$ cat config.mk
export PLATFORM = sky130hd
export DESIGN_NAME = azt_offset_trim
export DESIGN_NICKNAME = d
export VERILOG_FILES = /design/src/hw/azt_pkg.sv /design/src/hw/azt_axis_corrector.sv /design/src/hw/azt_offset_trim.sv
export SDC_FILE = /design/constraint.sdc
export NUM_CORES = 1
export LEC_CHECK = 0
export ABC_AREA = 0
export BUFFER_PORTS_ARGS = -buffer_cell sky130_fd_sc_hd__buf_2
export CAP_MARGIN = 20
export CORE_ASPECT_RATIO = 1.2
export CORE_MARGIN = 5
export CORE_UTILIZATION = 50
export CTS_CLUSTER_SIZE = 25
export DETAILED_ROUTE_END_ITERATION = 6
export PLACE_DENSITY = 0.76
export SYNTH_ARGS = -nofsm -noshare
export SYNTH_HDL_FRONTEND = slang
export SYNTH_SLANG_ARGS = --single-unit
$ cat constraint.sdc
create_clock -name clk_sys -period 3.7 [get_ports clk_sys]
set_clock_uncertainty 0.2 [all_clocks]
set_input_delay 0.37 -clock clk_sys [delete_from_list [all_inputs] [get_ports clk_sys]]
set_output_delay 0.37 -clock clk_sys [all_outputs]
set_load 0.005 [all_outputs]
$ cat src/hw/azt_pkg.sv
// Package with register map, widths and arithmetic helpers for the zero-g trim block
package azt_pkg;

   ////////////////////////////////////////////////////////////////////////////////
   // Widths
   localparam int AZT_ADDR_W   = 8;
   localparam int AZT_DATA_W   = 8;
   localparam int AZT_TRIM_W   = 8;
   localparam int AZT_SAMPLE_W = 14;   // Axis sample in 1 mg per count
   localparam int AZT_SUM_W    = 16;   // Headroom for sample plus trim

   ////////////////////////////////////////////////////////////////////////////////
   // Register offsets and reset values
   localparam logic [AZT_ADDR_W-1:0] AZT_X_TRIM_ADDR = 8'h2F;
   localparam logic [AZT_ADDR_W-1:0] AZT_Y_TRIM_ADDR = 8'h30;
   localparam logic [AZT_ADDR_W-1:0] AZT_Z_TRIM_ADDR = 8'h31;
   localparam logic [AZT_TRIM_W-1:0] AZT_TRIM_RST    = 8'h00;
   localparam logic [AZT_DATA_W-1:0] AZT_UNMAPPED_RD = 8'h00;

   ////////////////////////////////////////////////////////////////////////////////
   // Scaling and limits
   localparam int AZT_TRIM_MG_PER_COUNT = 2;
   localparam logic signed [AZT_SAMPLE_W-1:0] AZT_SAMPLE_MAX = 14'h1FFF;
   localparam logic signed [AZT_SAMPLE_W-1:0] AZT_SAMPLE_MIN = 14'h2000;

   // Axis selector for the register decode
   typedef enum logic [1:0] {
      AZT_AXIS_X,
      AZT_AXIS_Y,
      AZT_AXIS_Z,
      AZT_AXIS_NONE
   } azt_axis_t;

   // Trim code to mg: sign extend and double, 2 mg per count
   function automatic logic signed [AZT_SUM_W-1:0] azt_trim_mg(
      input logic [AZT_TRIM_W-1:0] code);
      azt_trim_mg = {{(AZT_SUM_W-AZT_TRIM_W-1){code[AZT_TRIM_W-1]}}, code, 1'b0};
   endfunction

   // Register address to axis
   function automatic azt_axis_t azt_decode(input logic [AZT_ADDR_W-1:0] addr);
      case (addr)
         AZT_X_TRIM_ADDR: azt_decode = AZT_AXIS_X;
         AZT_Y_TRIM_ADDR: azt_decode = AZT_AXIS_Y;
         AZT_Z_TRIM_ADDR: azt_decode = AZT_AXIS_Z;
         default:         azt_decode = AZT_AXIS_NONE;
      endcase
   endfunction

   // Clamp a wide sum to the sample range
   function automatic logic signed [AZT_SAMPLE_W-1:0] azt_clamp(
      input logic signed [AZT_SUM_W-1:0] v);
      if (v > AZT_SUM_W'(AZT_SAMPLE_MAX)) begin
         azt_clamp = AZT_SAMPLE_MAX;
      end else if (v < AZT_SUM_W'(AZT_SAMPLE_MIN)) begin
         azt_clamp = AZT_SAMPLE_MIN;
      end else begin
         azt_clamp = v[AZT_SAMPLE_W-1:0];
      end
   endfunction

endpackage

$ cat src/hw/azt_axis_corrector.sv
// One axis: adds the scaled trim to each new sample and holds the result
module azt_axis_corrector (
   // Clock and reset
   input  wire logic                               clk_sys,
   input  wire logic                               rst,
   // Sample in
   input  wire logic                               sample_valid,
   input  wire logic signed [azt_pkg::AZT_SAMPLE_W-1:0] sample_raw,
   input  wire logic [azt_pkg::AZT_TRIM_W-1:0]     trim,
   // Corrected sample out
   output logic signed [azt_pkg::AZT_SAMPLE_W-1:0] corrected
);
   import azt_pkg::*;

   logic signed [AZT_SUM_W-1:0] sum_next;

   // Sum in wide form so no trim within range is clipped
   always_comb begin
      sum_next = AZT_SUM_W'(sample_raw) + azt_trim_mg(trim);
   end

   // Store corrected sample for readout
   always_ff @(posedge clk_sys or posedge rst) begin
      if (rst) begin
         corrected <= '0;
      end else if (sample_valid) begin
         corrected <= azt_clamp(sum_next);
      end
   end

endmodule

$ cat src/hw/azt_offset_trim.sv
// Zero-g offset trim register bank with per-axis sample correction
module azt_offset_trim (
   // Clock and reset
   input  wire logic                                   clk_sys,
   input  wire logic                                   rst,
   // Register port from the serial control interface
   input  wire logic [azt_pkg::AZT_ADDR_W-1:0]         reg_addr,
   input  wire logic                                   reg_wr,
   input  wire logic [azt_pkg::AZT_DATA_W-1:0]         reg_wdata,
   input  wire logic                                   reg_rd,
   output logic [azt_pkg::AZT_DATA_W-1:0]              reg_rdata,
   output logic                                        reg_rdata_valid,
   // Raw samples in 1 mg per count
   input  wire logic                                   sample_valid,
   input  wire logic signed [azt_pkg::AZT_SAMPLE_W-1:0] sample_x,
   input  wire logic signed [azt_pkg::AZT_SAMPLE_W-1:0] sample_y,
   input  wire logic signed [azt_pkg::AZT_SAMPLE_W-1:0] sample_z,
   // Corrected samples
   output logic signed [azt_pkg::AZT_SAMPLE_W-1:0]     out_x,
   output logic signed [azt_pkg::AZT_SAMPLE_W-1:0]     out_y,
   output logic signed [azt_pkg::AZT_SAMPLE_W-1:0]     out_z,
   output logic                                        out_valid
);
   import azt_pkg::*;

   ////////////////////////////////////////////////////////////////////////////////
   // Trim registers and decode

   logic [AZT_TRIM_W-1:0] x_trim_reg;
   logic [AZT_TRIM_W-1:0] y_trim_reg;
   logic [AZT_TRIM_W-1:0] z_trim_reg;
   azt_axis_t             axis_sel;

   // Address to axis
   always_comb begin
      axis_sel = azt_decode(reg_addr);
   end

   // Host writes; unmapped writes are dropped
   always_ff @(posedge clk_sys or posedge rst) begin
      if (rst) begin
         x_trim_reg <= AZT_TRIM_RST;
         y_trim_reg <= AZT_TRIM_RST;
         z_trim_reg <= AZT_TRIM_RST;
      end else if (reg_wr) begin
         case (axis_sel)
            AZT_AXIS_X: x_trim_reg <= reg_wdata;
            AZT_AXIS_Y: y_trim_reg <= reg_wdata;
            AZT_AXIS_Z: z_trim_reg <= reg_wdata;
            default: begin
            end
         endcase
      end
   end

   ////////////////////////////////////////////////////////////////////////////////
   // Read path: data one cycle after the strobe

   always_ff @(posedge clk_sys or posedge rst) begin
      if (rst) begin
         reg_rdata       <= AZT_UNMAPPED_RD;
         reg_rdata_valid <= 1'b0;
      end else begin
         reg_rdata_valid <= reg_rd;
         if (reg_rd) begin
            case (axis_sel)
               AZT_AXIS_X: reg_rdata <= x_trim_reg;
               AZT_AXIS_Y: reg_rdata <= y_trim_reg;
               AZT_AXIS_Z: reg_rdata <= z_trim_reg;
               default:    reg_rdata <= AZT_UNMAPPED_RD;
            endcase
         end
      end
   end

   ////////////////////////////////////////////////////////////////////////////////
   // Per-axis correction

   azt_axis_corrector u_corr_x (
      .clk_sys      (clk_sys),
      .rst          (rst),
      .sample_valid (sample_valid),
      .sample_raw   (sample_x),
      .trim         (x_trim_reg),
      .corrected    (out_x)
   );

   azt_axis_corrector u_corr_y (
      .clk_sys      (clk_sys),
      .rst          (rst),
      .sample_valid (sample_valid),
      .sample_raw   (sample_y),
      .trim         (y_trim_reg),
      .corrected    (out_y)
   );

   azt_axis_corrector u_corr_z (
      .clk_sys      (clk_sys),
      .rst          (rst),
      .sample_valid (sample_valid),
      .sample_raw   (sample_z),
      .trim         (z_trim_reg),
      .corrected    (out_z)
   );

   // Marks a fresh set of corrected samples
   always_ff @(posedge clk_sys or posedge rst) begin
      if (rst) begin
         out_valid <= 1'b0;
      end else begin
         out_valid <= sample_valid;
      end
   end

   ////////////////////////////////////////////////////////////////////////////////
   // Checks

   // Plain model of one axis sum, kept apart from the corrector's own helper
   function automatic logic signed [AZT_SUM_W-1:0] chk_sum(
      input logic signed [AZT_SAMPLE_W-1:0] s,
      input logic [AZT_TRIM_W-1:0]          t);
      chk_sum = AZT_SUM_W'(s) + AZT_SUM_W'($signed(t)) * AZT_SUM_W'(AZT_TRIM_MG_PER_COUNT);
   endfunction

   // Expected results in wide form, for the checks only
   logic signed [AZT_SUM_W-1:0] exp_x_sum;
   logic signed [AZT_SUM_W-1:0] exp_y_sum;
   logic signed [AZT_SUM_W-1:0] exp_z_sum;
   always_comb begin
      exp_x_sum = chk_sum(sample_x, x_trim_reg);
      exp_y_sum = chk_sum(sample_y, y_trim_reg);
      exp_z_sum = chk_sum(sample_z, z_trim_reg);
   end

   reset_trims_zero_a: assert property (
      @(posedge clk_sys) $fell(rst) |->
         (x_trim_reg == 8'h00) && (y_trim_reg == 8'h00) && (z_trim_reg == 8'h00))
      else $error("trims not zero after reset");

   write_x_trim_a: assert property (
      @(posedge clk_sys) disable iff (rst)
      reg_wr && reg_addr == 8'h2F |=> x_trim_reg == $past(reg_wdata))
      else $error("x trim write lost");

   write_z_trim_a: assert property (
      @(posedge clk_sys) disable iff (rst)
      reg_wr && reg_addr == 8'h31 |=> z_trim_reg == $past(reg_wdata) && $stable(y_trim_reg))
      else $error("z trim write wrong");

   write_y_trim_a: assert property (
      @(posedge clk_sys) disable iff (rst)
      reg_wr && reg_addr == AZT_Y_TRIM_ADDR |=>
         y_trim_reg == $past(reg_wdata) && $stable(x_trim_reg))
      else $error("y trim write wrong");

   // Valid in the second cycle reflects a strobe in the first, not the second
   read_y_trim_a: assert property (
      @(posedge clk_sys) disable iff (rst)
      reg_rd && !reg_wr && reg_addr == AZT_Y_TRIM_ADDR |=>
         reg_rdata_valid && reg_rdata == $past(y_trim_reg) ##1 !reg_rdata_valid || $past(reg_rd))
      else $error("y trim readback wrong");

   read_x_trim_a: assert property (
      @(posedge clk_sys) disable iff (rst)
      reg_rd && reg_addr == AZT_X_TRIM_ADDR |=> reg_rdata == $past(x_trim_reg))
      else $error("x trim readback wrong");

   read_z_trim_a: assert property (
      @(posedge clk_sys) disable iff (rst)
      reg_rd && reg_addr == AZT_Z_TRIM_ADDR |=> reg_rdata == $past(z_trim_reg))
      else $error("z trim readback wrong");

   read_unmapped_a: assert property (
      @(posedge clk_sys) disable iff (rst)
      reg_rd && (reg_addr < 8'h2F || reg_addr > 8'h31) |=> reg_rdata == 8'h00)
      else $error("unmapped read not zero");

   // Writes outside the three trims leave every trim alone
   unmapped_write_a: assert property (
      @(posedge clk_sys) disable iff (rst)
      reg_wr && (reg_addr < AZT_X_TRIM_ADDR || reg_addr > AZT_Z_TRIM_ADDR) |=>
         $stable(x_trim_reg) && $stable(y_trim_reg) && $stable(z_trim_reg))
      else $error("unmapped write changed a trim");

   // Read valid is exactly one cycle behind the strobe
   rdata_valid_a: assert property (
      @(posedge clk_sys) disable iff (rst)
      1'b1 |=> reg_rdata_valid == $past(reg_rd))
      else $error("read valid timing wrong");

   x_correction_a: assert property (
      @(posedge clk_sys) disable iff (rst)
      sample_valid && exp_x_sum <= 16'sd8191 && exp_x_sum >= -16'sd8192 |=>
         AZT_SUM_W'(out_x) == $past(exp_x_sum) && out_valid)
      else $error("x correction wrong");

   y_correction_a: assert property (
      @(posedge clk_sys) disable iff (rst)
      sample_valid && exp_y_sum <= 16'sd8191 && exp_y_sum >= -16'sd8192 |=>
         AZT_SUM_W'(out_y) == $past(exp_y_sum))
      else $error("y correction wrong");

   z_correction_a: assert property (
      @(posedge clk_sys) disable iff (rst)
      sample_valid && exp_z_sum <= 16'sd8191 && exp_z_sum >= -16'sd8192 |=>
         AZT_SUM_W'(out_z) == $past(exp_z_sum))
      else $error("z correction wrong");

   // Output valid is exactly one cycle behind the sample strobe
   out_valid_a: assert property (
      @(posedge clk_sys) disable iff (rst)
      1'b1 |=> out_valid == $past(sample_valid))
      else $error("output valid timing wrong");

   trim_span_a: assert property (
      @(posedge clk_sys) disable iff (rst)
      sample_valid && sample_y == 14'h0000 |=>
         out_y >= -14'sd256 && out_y <= 14'sd254 && out_y[0] == 1'b0)
      else $error("y trim outside span");

   trim_weight_a: assert property (
      @(posedge clk_sys) disable iff (rst)
      sample_valid && sample_z == 14'h0000 && z_trim_reg == 8'h80 |=> out_z == -14'sd256)
      else $error("z trim weight wrong");

   cover_write_x_c: cover property (
      @(posedge clk_sys) disable iff (rst) reg_wr && reg_addr == 8'h2F);

   cover_read_z_c: cover property (
      @(posedge clk_sys) disable iff (rst) reg_rd && reg_addr == 8'h31 ##1 reg_rdata != 8'h00);

   cover_neg_trim_c: cover property (
      @(posedge clk_sys) disable iff (rst) sample_valid && x_trim_reg[7]);

   cover_clamp_c: cover property (
      @(posedge clk_sys) disable iff (rst) sample_valid && exp_x_sum > 16'sd8191);

   cover_unmapped_wr_c: cover property (
      @(posedge clk_sys) disable iff (rst) reg_wr && reg_addr > AZT_Z_TRIM_ADDR);

endmodule

==> flow_summary.toml, run 1 <==
[floorplan]
num_rows = 41
io_pins = 115
core_area_sq_um = 10500
dieArea_sq_um = 12800
die_h_um = 123
die_w_um = 104
initial_core_util_pct = 51.0

[synth]
synth_area_sq_um = 5330
synth.distinct_cells = 65
synth_edf_count = 0
ys_seq_elements = 76
synth-main-ff-cell = "dfrtp_1"
async_flop_share_pct = 100
synth_nets = 692
yosys_warnings = 0
synth_cells = 587
seq_area_frac_synth_pct = 35.7
syn_avg_cell_area_sq_um = 9.09

[routing]
via_per_inst = 6.02
drtIter0Drc = 331
routedWlPerCell_um = 17.9
drc_errors = 0
drtPass1Iterations = 5
drt-total-wl_mm = 14.9
ant_nets = 0
vias = 4997

[layout]
final_common_cell = "buf_2"
drive_above_1_share_pct = 24.4
diodes = 0
reg.largest.list = "u_corr_x.corrected x14, u_corr_y.corrected x14, u_corr_z.corrected x14"
fin_cells = 830
nets = 801
seq_area_sq_um = 1900
multi_input_area_sq_um = 3250
syn_to_final_growth_pct = 18.5
layout_common_cells = "114 x buf_2, 76 x dfrtp_1, 64 x nor2_1, 47 x a21oi_1, 39 x ha_1"
fill_cells = 950

[sta]
finalMaxSlewViolations = 0
post-route-period-util_pct = 87.5
fin_crit_ns = 3.24
hold_violations = 0
rsz0062_at_grt = "false"
tightest_slew_ns = 0.965
setup_violations = 0
fmax_mhz = 309
layout_setup_ws_ns = 0.462
slew_headroom_pct = 35.7
setup-tns-final_ns = 0

[placement]
dpl_worst_slack_ns = 0.466
gp_congestion = 0.905
io_buffers = 114
dp.cells = 814
dpl.hpwl_mm = 11.7

[global_routing]
grt_pass1_vias = 4934
grt_max_degree = 77
overflow = 0
grt_usage_pct = 23.0
grt_pass1_wl_mm = 23.9
antenna_found_initial = 0

[cts]
clk_latency_ns = 0.33
cts_inserted_buffers = 9
tritoncts = "yes"
cts.path.max_buffers = 2
cts-root-buf = "clkbuf_16"
clk_pin_slew_ns = 0.06
cts_resized = 0
holdBufCountCts = 0
cts_setup_buffers = 0
h-tree-depth = 3
cts_sinks = 76

[power]
p_per_area_nw_per_um2 = 380
fin_total_pwr_mw = 2.40
peakVddDrop_v = 0.000197
power_leakage_nw = 3.08

[worst_setup_path]
crit_slowest_cell = "or4b_2"
slowest_delay_ns = 0.68
cp_num_buf_inv = 1
path_delay_family = "simple AND/OR/NAND/NOR gates"
startpoint_type = "flop"
worstPathCellList = "ha_1 > inv_1 > fa_1 > nand2b_1 > a21oi_1 > o21ba_2 > nor2_1 > or4b_2 > a211oi_1 > a211oi_1"
cpMostUsedCell = "a211oi_1"
cp-end-kind = "flop"
worst_ep_arrival_time_ns = 3.25
critPathKind = "flop to flop"
crit_required_ns = 3.72
worstPathMaxFanout = 6

[min_path]
hold_class = "input port to flop"

[run]
drv_cap = 0

[status]
run_status = "completed"
==> where the power goes <==
group / leakage (nW) / total (mW) / switching [mW] / internal, mW
logic: 1.98 / 0.557 / 0.312 / 0.245
clock network: 0.146 / 0.894 / 0.350 / 0.543
registers: 0.949 / 0.948 / 0.0494 / 0.899
==> path summary, 6_finish.rpt <==
| check | to | depth (start not counted) | slack (ns) | from |
|---|---|---|---|---|
| max | u_corr_y.corrected[6] | 10 | 0.46 | y_trim_reg[0] |
| min | reg_rdata_valid | 1 | 0.07 | reg_rd |
| max reg2reg | u_corr_y.corrected[6] | 10 | 0.46 | y_trim_reg[0] |
| min reg2reg | u_corr_x.corrected[11] | 1 | 0.29 | u_corr_x.corrected[11] |
| max in group asynchronous | x_trim_reg[5] | 3 | 2.55 | rst |
| min in group asynchronous | out_valid | 3 | 0.13 | rst |
==> cell usage after synthesis, types with 6 or more instances <==
library cell / instances / area [sq um]
nor2_1: 64 / 240
inv_1: 29 / 109
xnor2_1: 18 / 158
dfrtp_1: 76 / 1900
and2_1: 7 / 43.8
clkbuf_1: 17 / 63.8
o22ai_1: 12 / 75.1
mux2i_1: 10 / 100
o221ai_1: 9 / 78.8
xor2_1: 8 / 70.1
a21oi_1: 47 / 235
a21o_1: 13 / 97.6
nand2_1: 33 / 124
nor3_1: 9 / 45.0
o2bb2ai_1: 6 / 52.6
a211oi_1: 22 / 165
ha_1: 39 / 488
nand3_1: 18 / 90.1
mux2_2: 24 / 270
nor2b_1: 9 / 56.3
o211ai_1: 9 / 67.6
o21ai_0: 23 / 115
==> layer usage <==
layer	track usage, %	wire, um	up-vias	part of all wire, %
met5	0	0	-	0
met4	10.4	514	0	3.5
met3	4.80	774	35	5.2
met2	40.0	7500	172	50
met1	27.5	6100	2395	41
li1	-	-	2395	-
==> final cells by class <==
type	instances	area share (%)
inverter	29	1.72
multi-input combinational	462	51.3
tap	129	2.55
sequential	76	30.1
clock buffer	11	3.84
timing repair buffer	118	9.50
clock inverter	5	0.950
==> cells by family (layout without fill, tap and decap cells) <==
family / count (synthesis) / after routing / share of synthesized area (%)
AO/OA/AOI/OAI: 183 / 183 / 23.2
XOR/XNOR: 26 / 26 / 4.27
adder cells (fa/ha/maj): 42 / 42 / 10.3
buffers and inverters: 49 / 163 / 3.50
flip-flops: 76 / 76 / 35.7
multiplexers: 34 / 34 / 6.94
AND/OR/NAND/NOR: 177 / 177 / 16.2
==> metrics by stage <==
step / utilization [%] / hold slack, ns / instance area (sq um)
3_3_place_gp: 57.5 / 0.271 / 6020
6_report: 60.4 / 0.0700 / 6320
4_1_cts: 60.4 / 0.0519 / 6320
3_5_place_dp: 57.5 / 0.271 / 6020
2_1_floorplan: - / 0.201 / 5330
5_1_grt: 60.4 / 0.0667 / 6320
==> worst register-to-register path, cell delays in order, from the launching register on <==
cell and delay [ns]:
dfrtp_1 0.41, ha_1 0.23, inv_1 0.07, fa_1 0.41, nand2b_1 0.18, a21oi_1 0.23, o21ba_2 0.24, nor2_1 0.11
or4b_2 0.68, a211oi_1 0.28, a211oi_1 0.08
Note: power is estimated with default switching activity, not from simulation.
==> run 2: changes to the inputs <==
==> constraint.sdc (replaced) <==
create_clock -name clk_sys -period 3.2 [get_ports clk_sys]
set_clock_uncertainty 0.2 [all_clocks]
set_input_delay 0.32 -clock clk_sys [delete_from_list [all_inputs] [get_ports clk_sys]]
set_output_delay 0.32 -clock clk_sys [all_outputs]
set_load 0.005 [all_outputs]
==> run 2 against run 1 <==
Routed wire length up 1.6%. Critical path type unchanged. Via count grew 0.56%. Count of clock-buffer cells in the layout shrank 2. Non-clock buffer count is 15 higher. Maximum frequency increased by 5.0%.
==> flow_summary.toml, run 2 (same netlist as run 1, synthesis figures left out) <==
[global_routing]
grt_pass1_vias = 4933
grt_util_met2_pct = 39.2
grt_pass1_wl_mm = 24.3
gr-usage-met3_pct = 4.60
antenna_found_initial = 0
grt_max_degree = 44
busiest_layer = "met2"
met1_usage_pct = 28.1
grt_usage_pct = 23.3
overflow = 0

[cts]
h-tree-depth = 3
tritoncts = "yes"
clk_latency_ns = 0.34
cts_inserted_buffers = 9
cts.path.max_buffers = 2
cts-root-buf = "clkbuf_16"
clk_pin_slew_ns = 0.07
cts_sinks = 76

[layout]
reg.largest.list = "u_corr_x.corrected x14, u_corr_y.corrected x14, u_corr_z.corrected x14"
diodes = 0
drive_above_1_share_pct = 26.7
layout_common_cells = "114 x buf_2, 76 x dfrtp_1, 64 x nor2_1, 46 x a21oi_1, 39 x ha_1"
syn_to_final_growth_pct = 21.9
final_common_cell = "buf_2"
nets = 816

[routing]
routedWlPerCell_um = 17.9
drc_errors = 0
via_per_inst = 5.95
vias = 5025
drtIter0Drc = 267
drtPass1Iterations = 4
ant_nets = 0
drt-total-wl_mm = 15.1

[sta]
hold_violations = 0
setup_violations = 0
setup-tns-final_ns = 0
tightest_slew_ns = 0.674
fmax_mhz = 324
finalMaxSlewViolations = 0
slew_headroom_pct = 55.0
fin_crit_ns = 3.08
post-route-period-util_pct = 96.4

[floorplan]
die_w_um = 104
dieArea_sq_um = 12800
initial_core_util_pct = 51.0
die_h_um = 123
num_rows = 41
core_area_sq_um = 10500
io_pins = 115

[worst_setup_path]
crit_required_ns = 3.22
slowest_delay_ns = 0.50
cp-end-kind = "flop"
worstPathCellList = "ha_1 > inv_1 > fa_1 > nand2b_4 > a21oi_2 > or4_4 > a211o_4 > and4_4 > mux2_2 > a221o_1"
worst_ep_arrival_time_ns = 3.10
worstPathMaxFanout = 6
critPathKind = "flop to flop"
startpoint_type = "flop"
crit_slowest_cell = "or4_4"

[min_path]
hold_class = "input port to flop"

[status]
run_status = "completed"

[placement]
io_buffers = 114
gp_congestion = 0.940
dpl.hpwl_mm = 11.8

[power]
power_leakage_nw = 3.16
peakVddDrop_v = 0.000277
fin_total_pwr_mw = 2.87
p_per_area_nw_per_um2 = 441

[run]
drv_cap = 0
run 2: changes by cell type in the layout (fill, tap and decap cells not counted), sizes merged:
cell and delta:
dlygate4sd3 +2, clkinv +1, buf +13, bufinv +1, clkbuf -2
run 2: final timing paths:
check | cells after the start | endpoint | from | slack [ns]
setup / recovery | 10 | u_corr_x.corrected[8] | x_trim_reg[0] | 0.12
hold / removal | 3 | x_trim_reg[1] | reg_wdata[1] | 0.05
setup reg to reg | 10 | u_corr_x.corrected[8] | x_trim_reg[0] | 0.12
hold reg to reg | 2 | u_corr_x.corrected[7] | u_corr_x.corrected[7] | 0.29
max in group asynchronous | 4 | reg_rdata[4] | rst | 1.77
min in group asynchronous | 3 | u_corr_x.corrected[5] | rst | 0.26
run 2: metrics by stage:
step / hold WS (ns) / instances / worst slack (ns) / instance area (sq um) / utilization, %
CTS: 0.0311 / 843 / 0.0899 / 6440 / 61.6
global placement: 0.0681 / 825 / 0.142 / 6100 / 58.3
finish: 0.0469 / 845 / 0.116 / 6500 / 62.1
global route: 0.0498 / 845 / -0.0111 / 6500 / 62.1
floorplan: 0.151 / 587 / 0.291 / 5330 / -
detailed placement: 0.0746 / 825 / 0.0741 / 6100 / 58.3
run 2: repair_timing:
action | CTS | global route
setup endpoints to repair | 0 | 24
resized for setup | 0 | 7
hold endpoints to repair | 13 | 0
hold buffers | 2 | 0
setup buffers | 0 | 2
run 2: area by class of cell:
| class | count | area [sq um] |
|---|---|---|
| timing repair buffer | 133 | 718 |
| inverter | 29 | 109 |
| sequential | 76 | 1900 |
| tap | 129 | 161 |
| clock inverter | 7 | 98.8 |
| fill | 907 | 3960 |
| multi-input combinational | 462 | 3290 |
| clock buffer | 9 | 225 |
run 2: metal layers:
| layer | wire (um) | vias to the layer above |
|---|---|---|
| met5 | 0 | - |
| met4 | 732 | 0 |
| met3 | 774 | 52 |
| met2 | 7520 | 173 |
| met1 | 6090 | 2373 |
| li1 | - | 2427 |
run 2: worst max-delay path, delay by kind of cell, from the launching register on:
kind	cells	cell delay [ns]
compound gates	3	0.78
simple gates	3	0.81
flops	1	0.40
fa+ha+maj	2	0.43
mux	1	0.27
buf+inv	1	0.07
run 2: where the power goes:
group / internal (mW) / switching (mW)
combinational: 0.296 / 0.365
sequential: 1.04 / 0.0561
clock: 0.687 / 0.427
total: 2.02 / 0.847
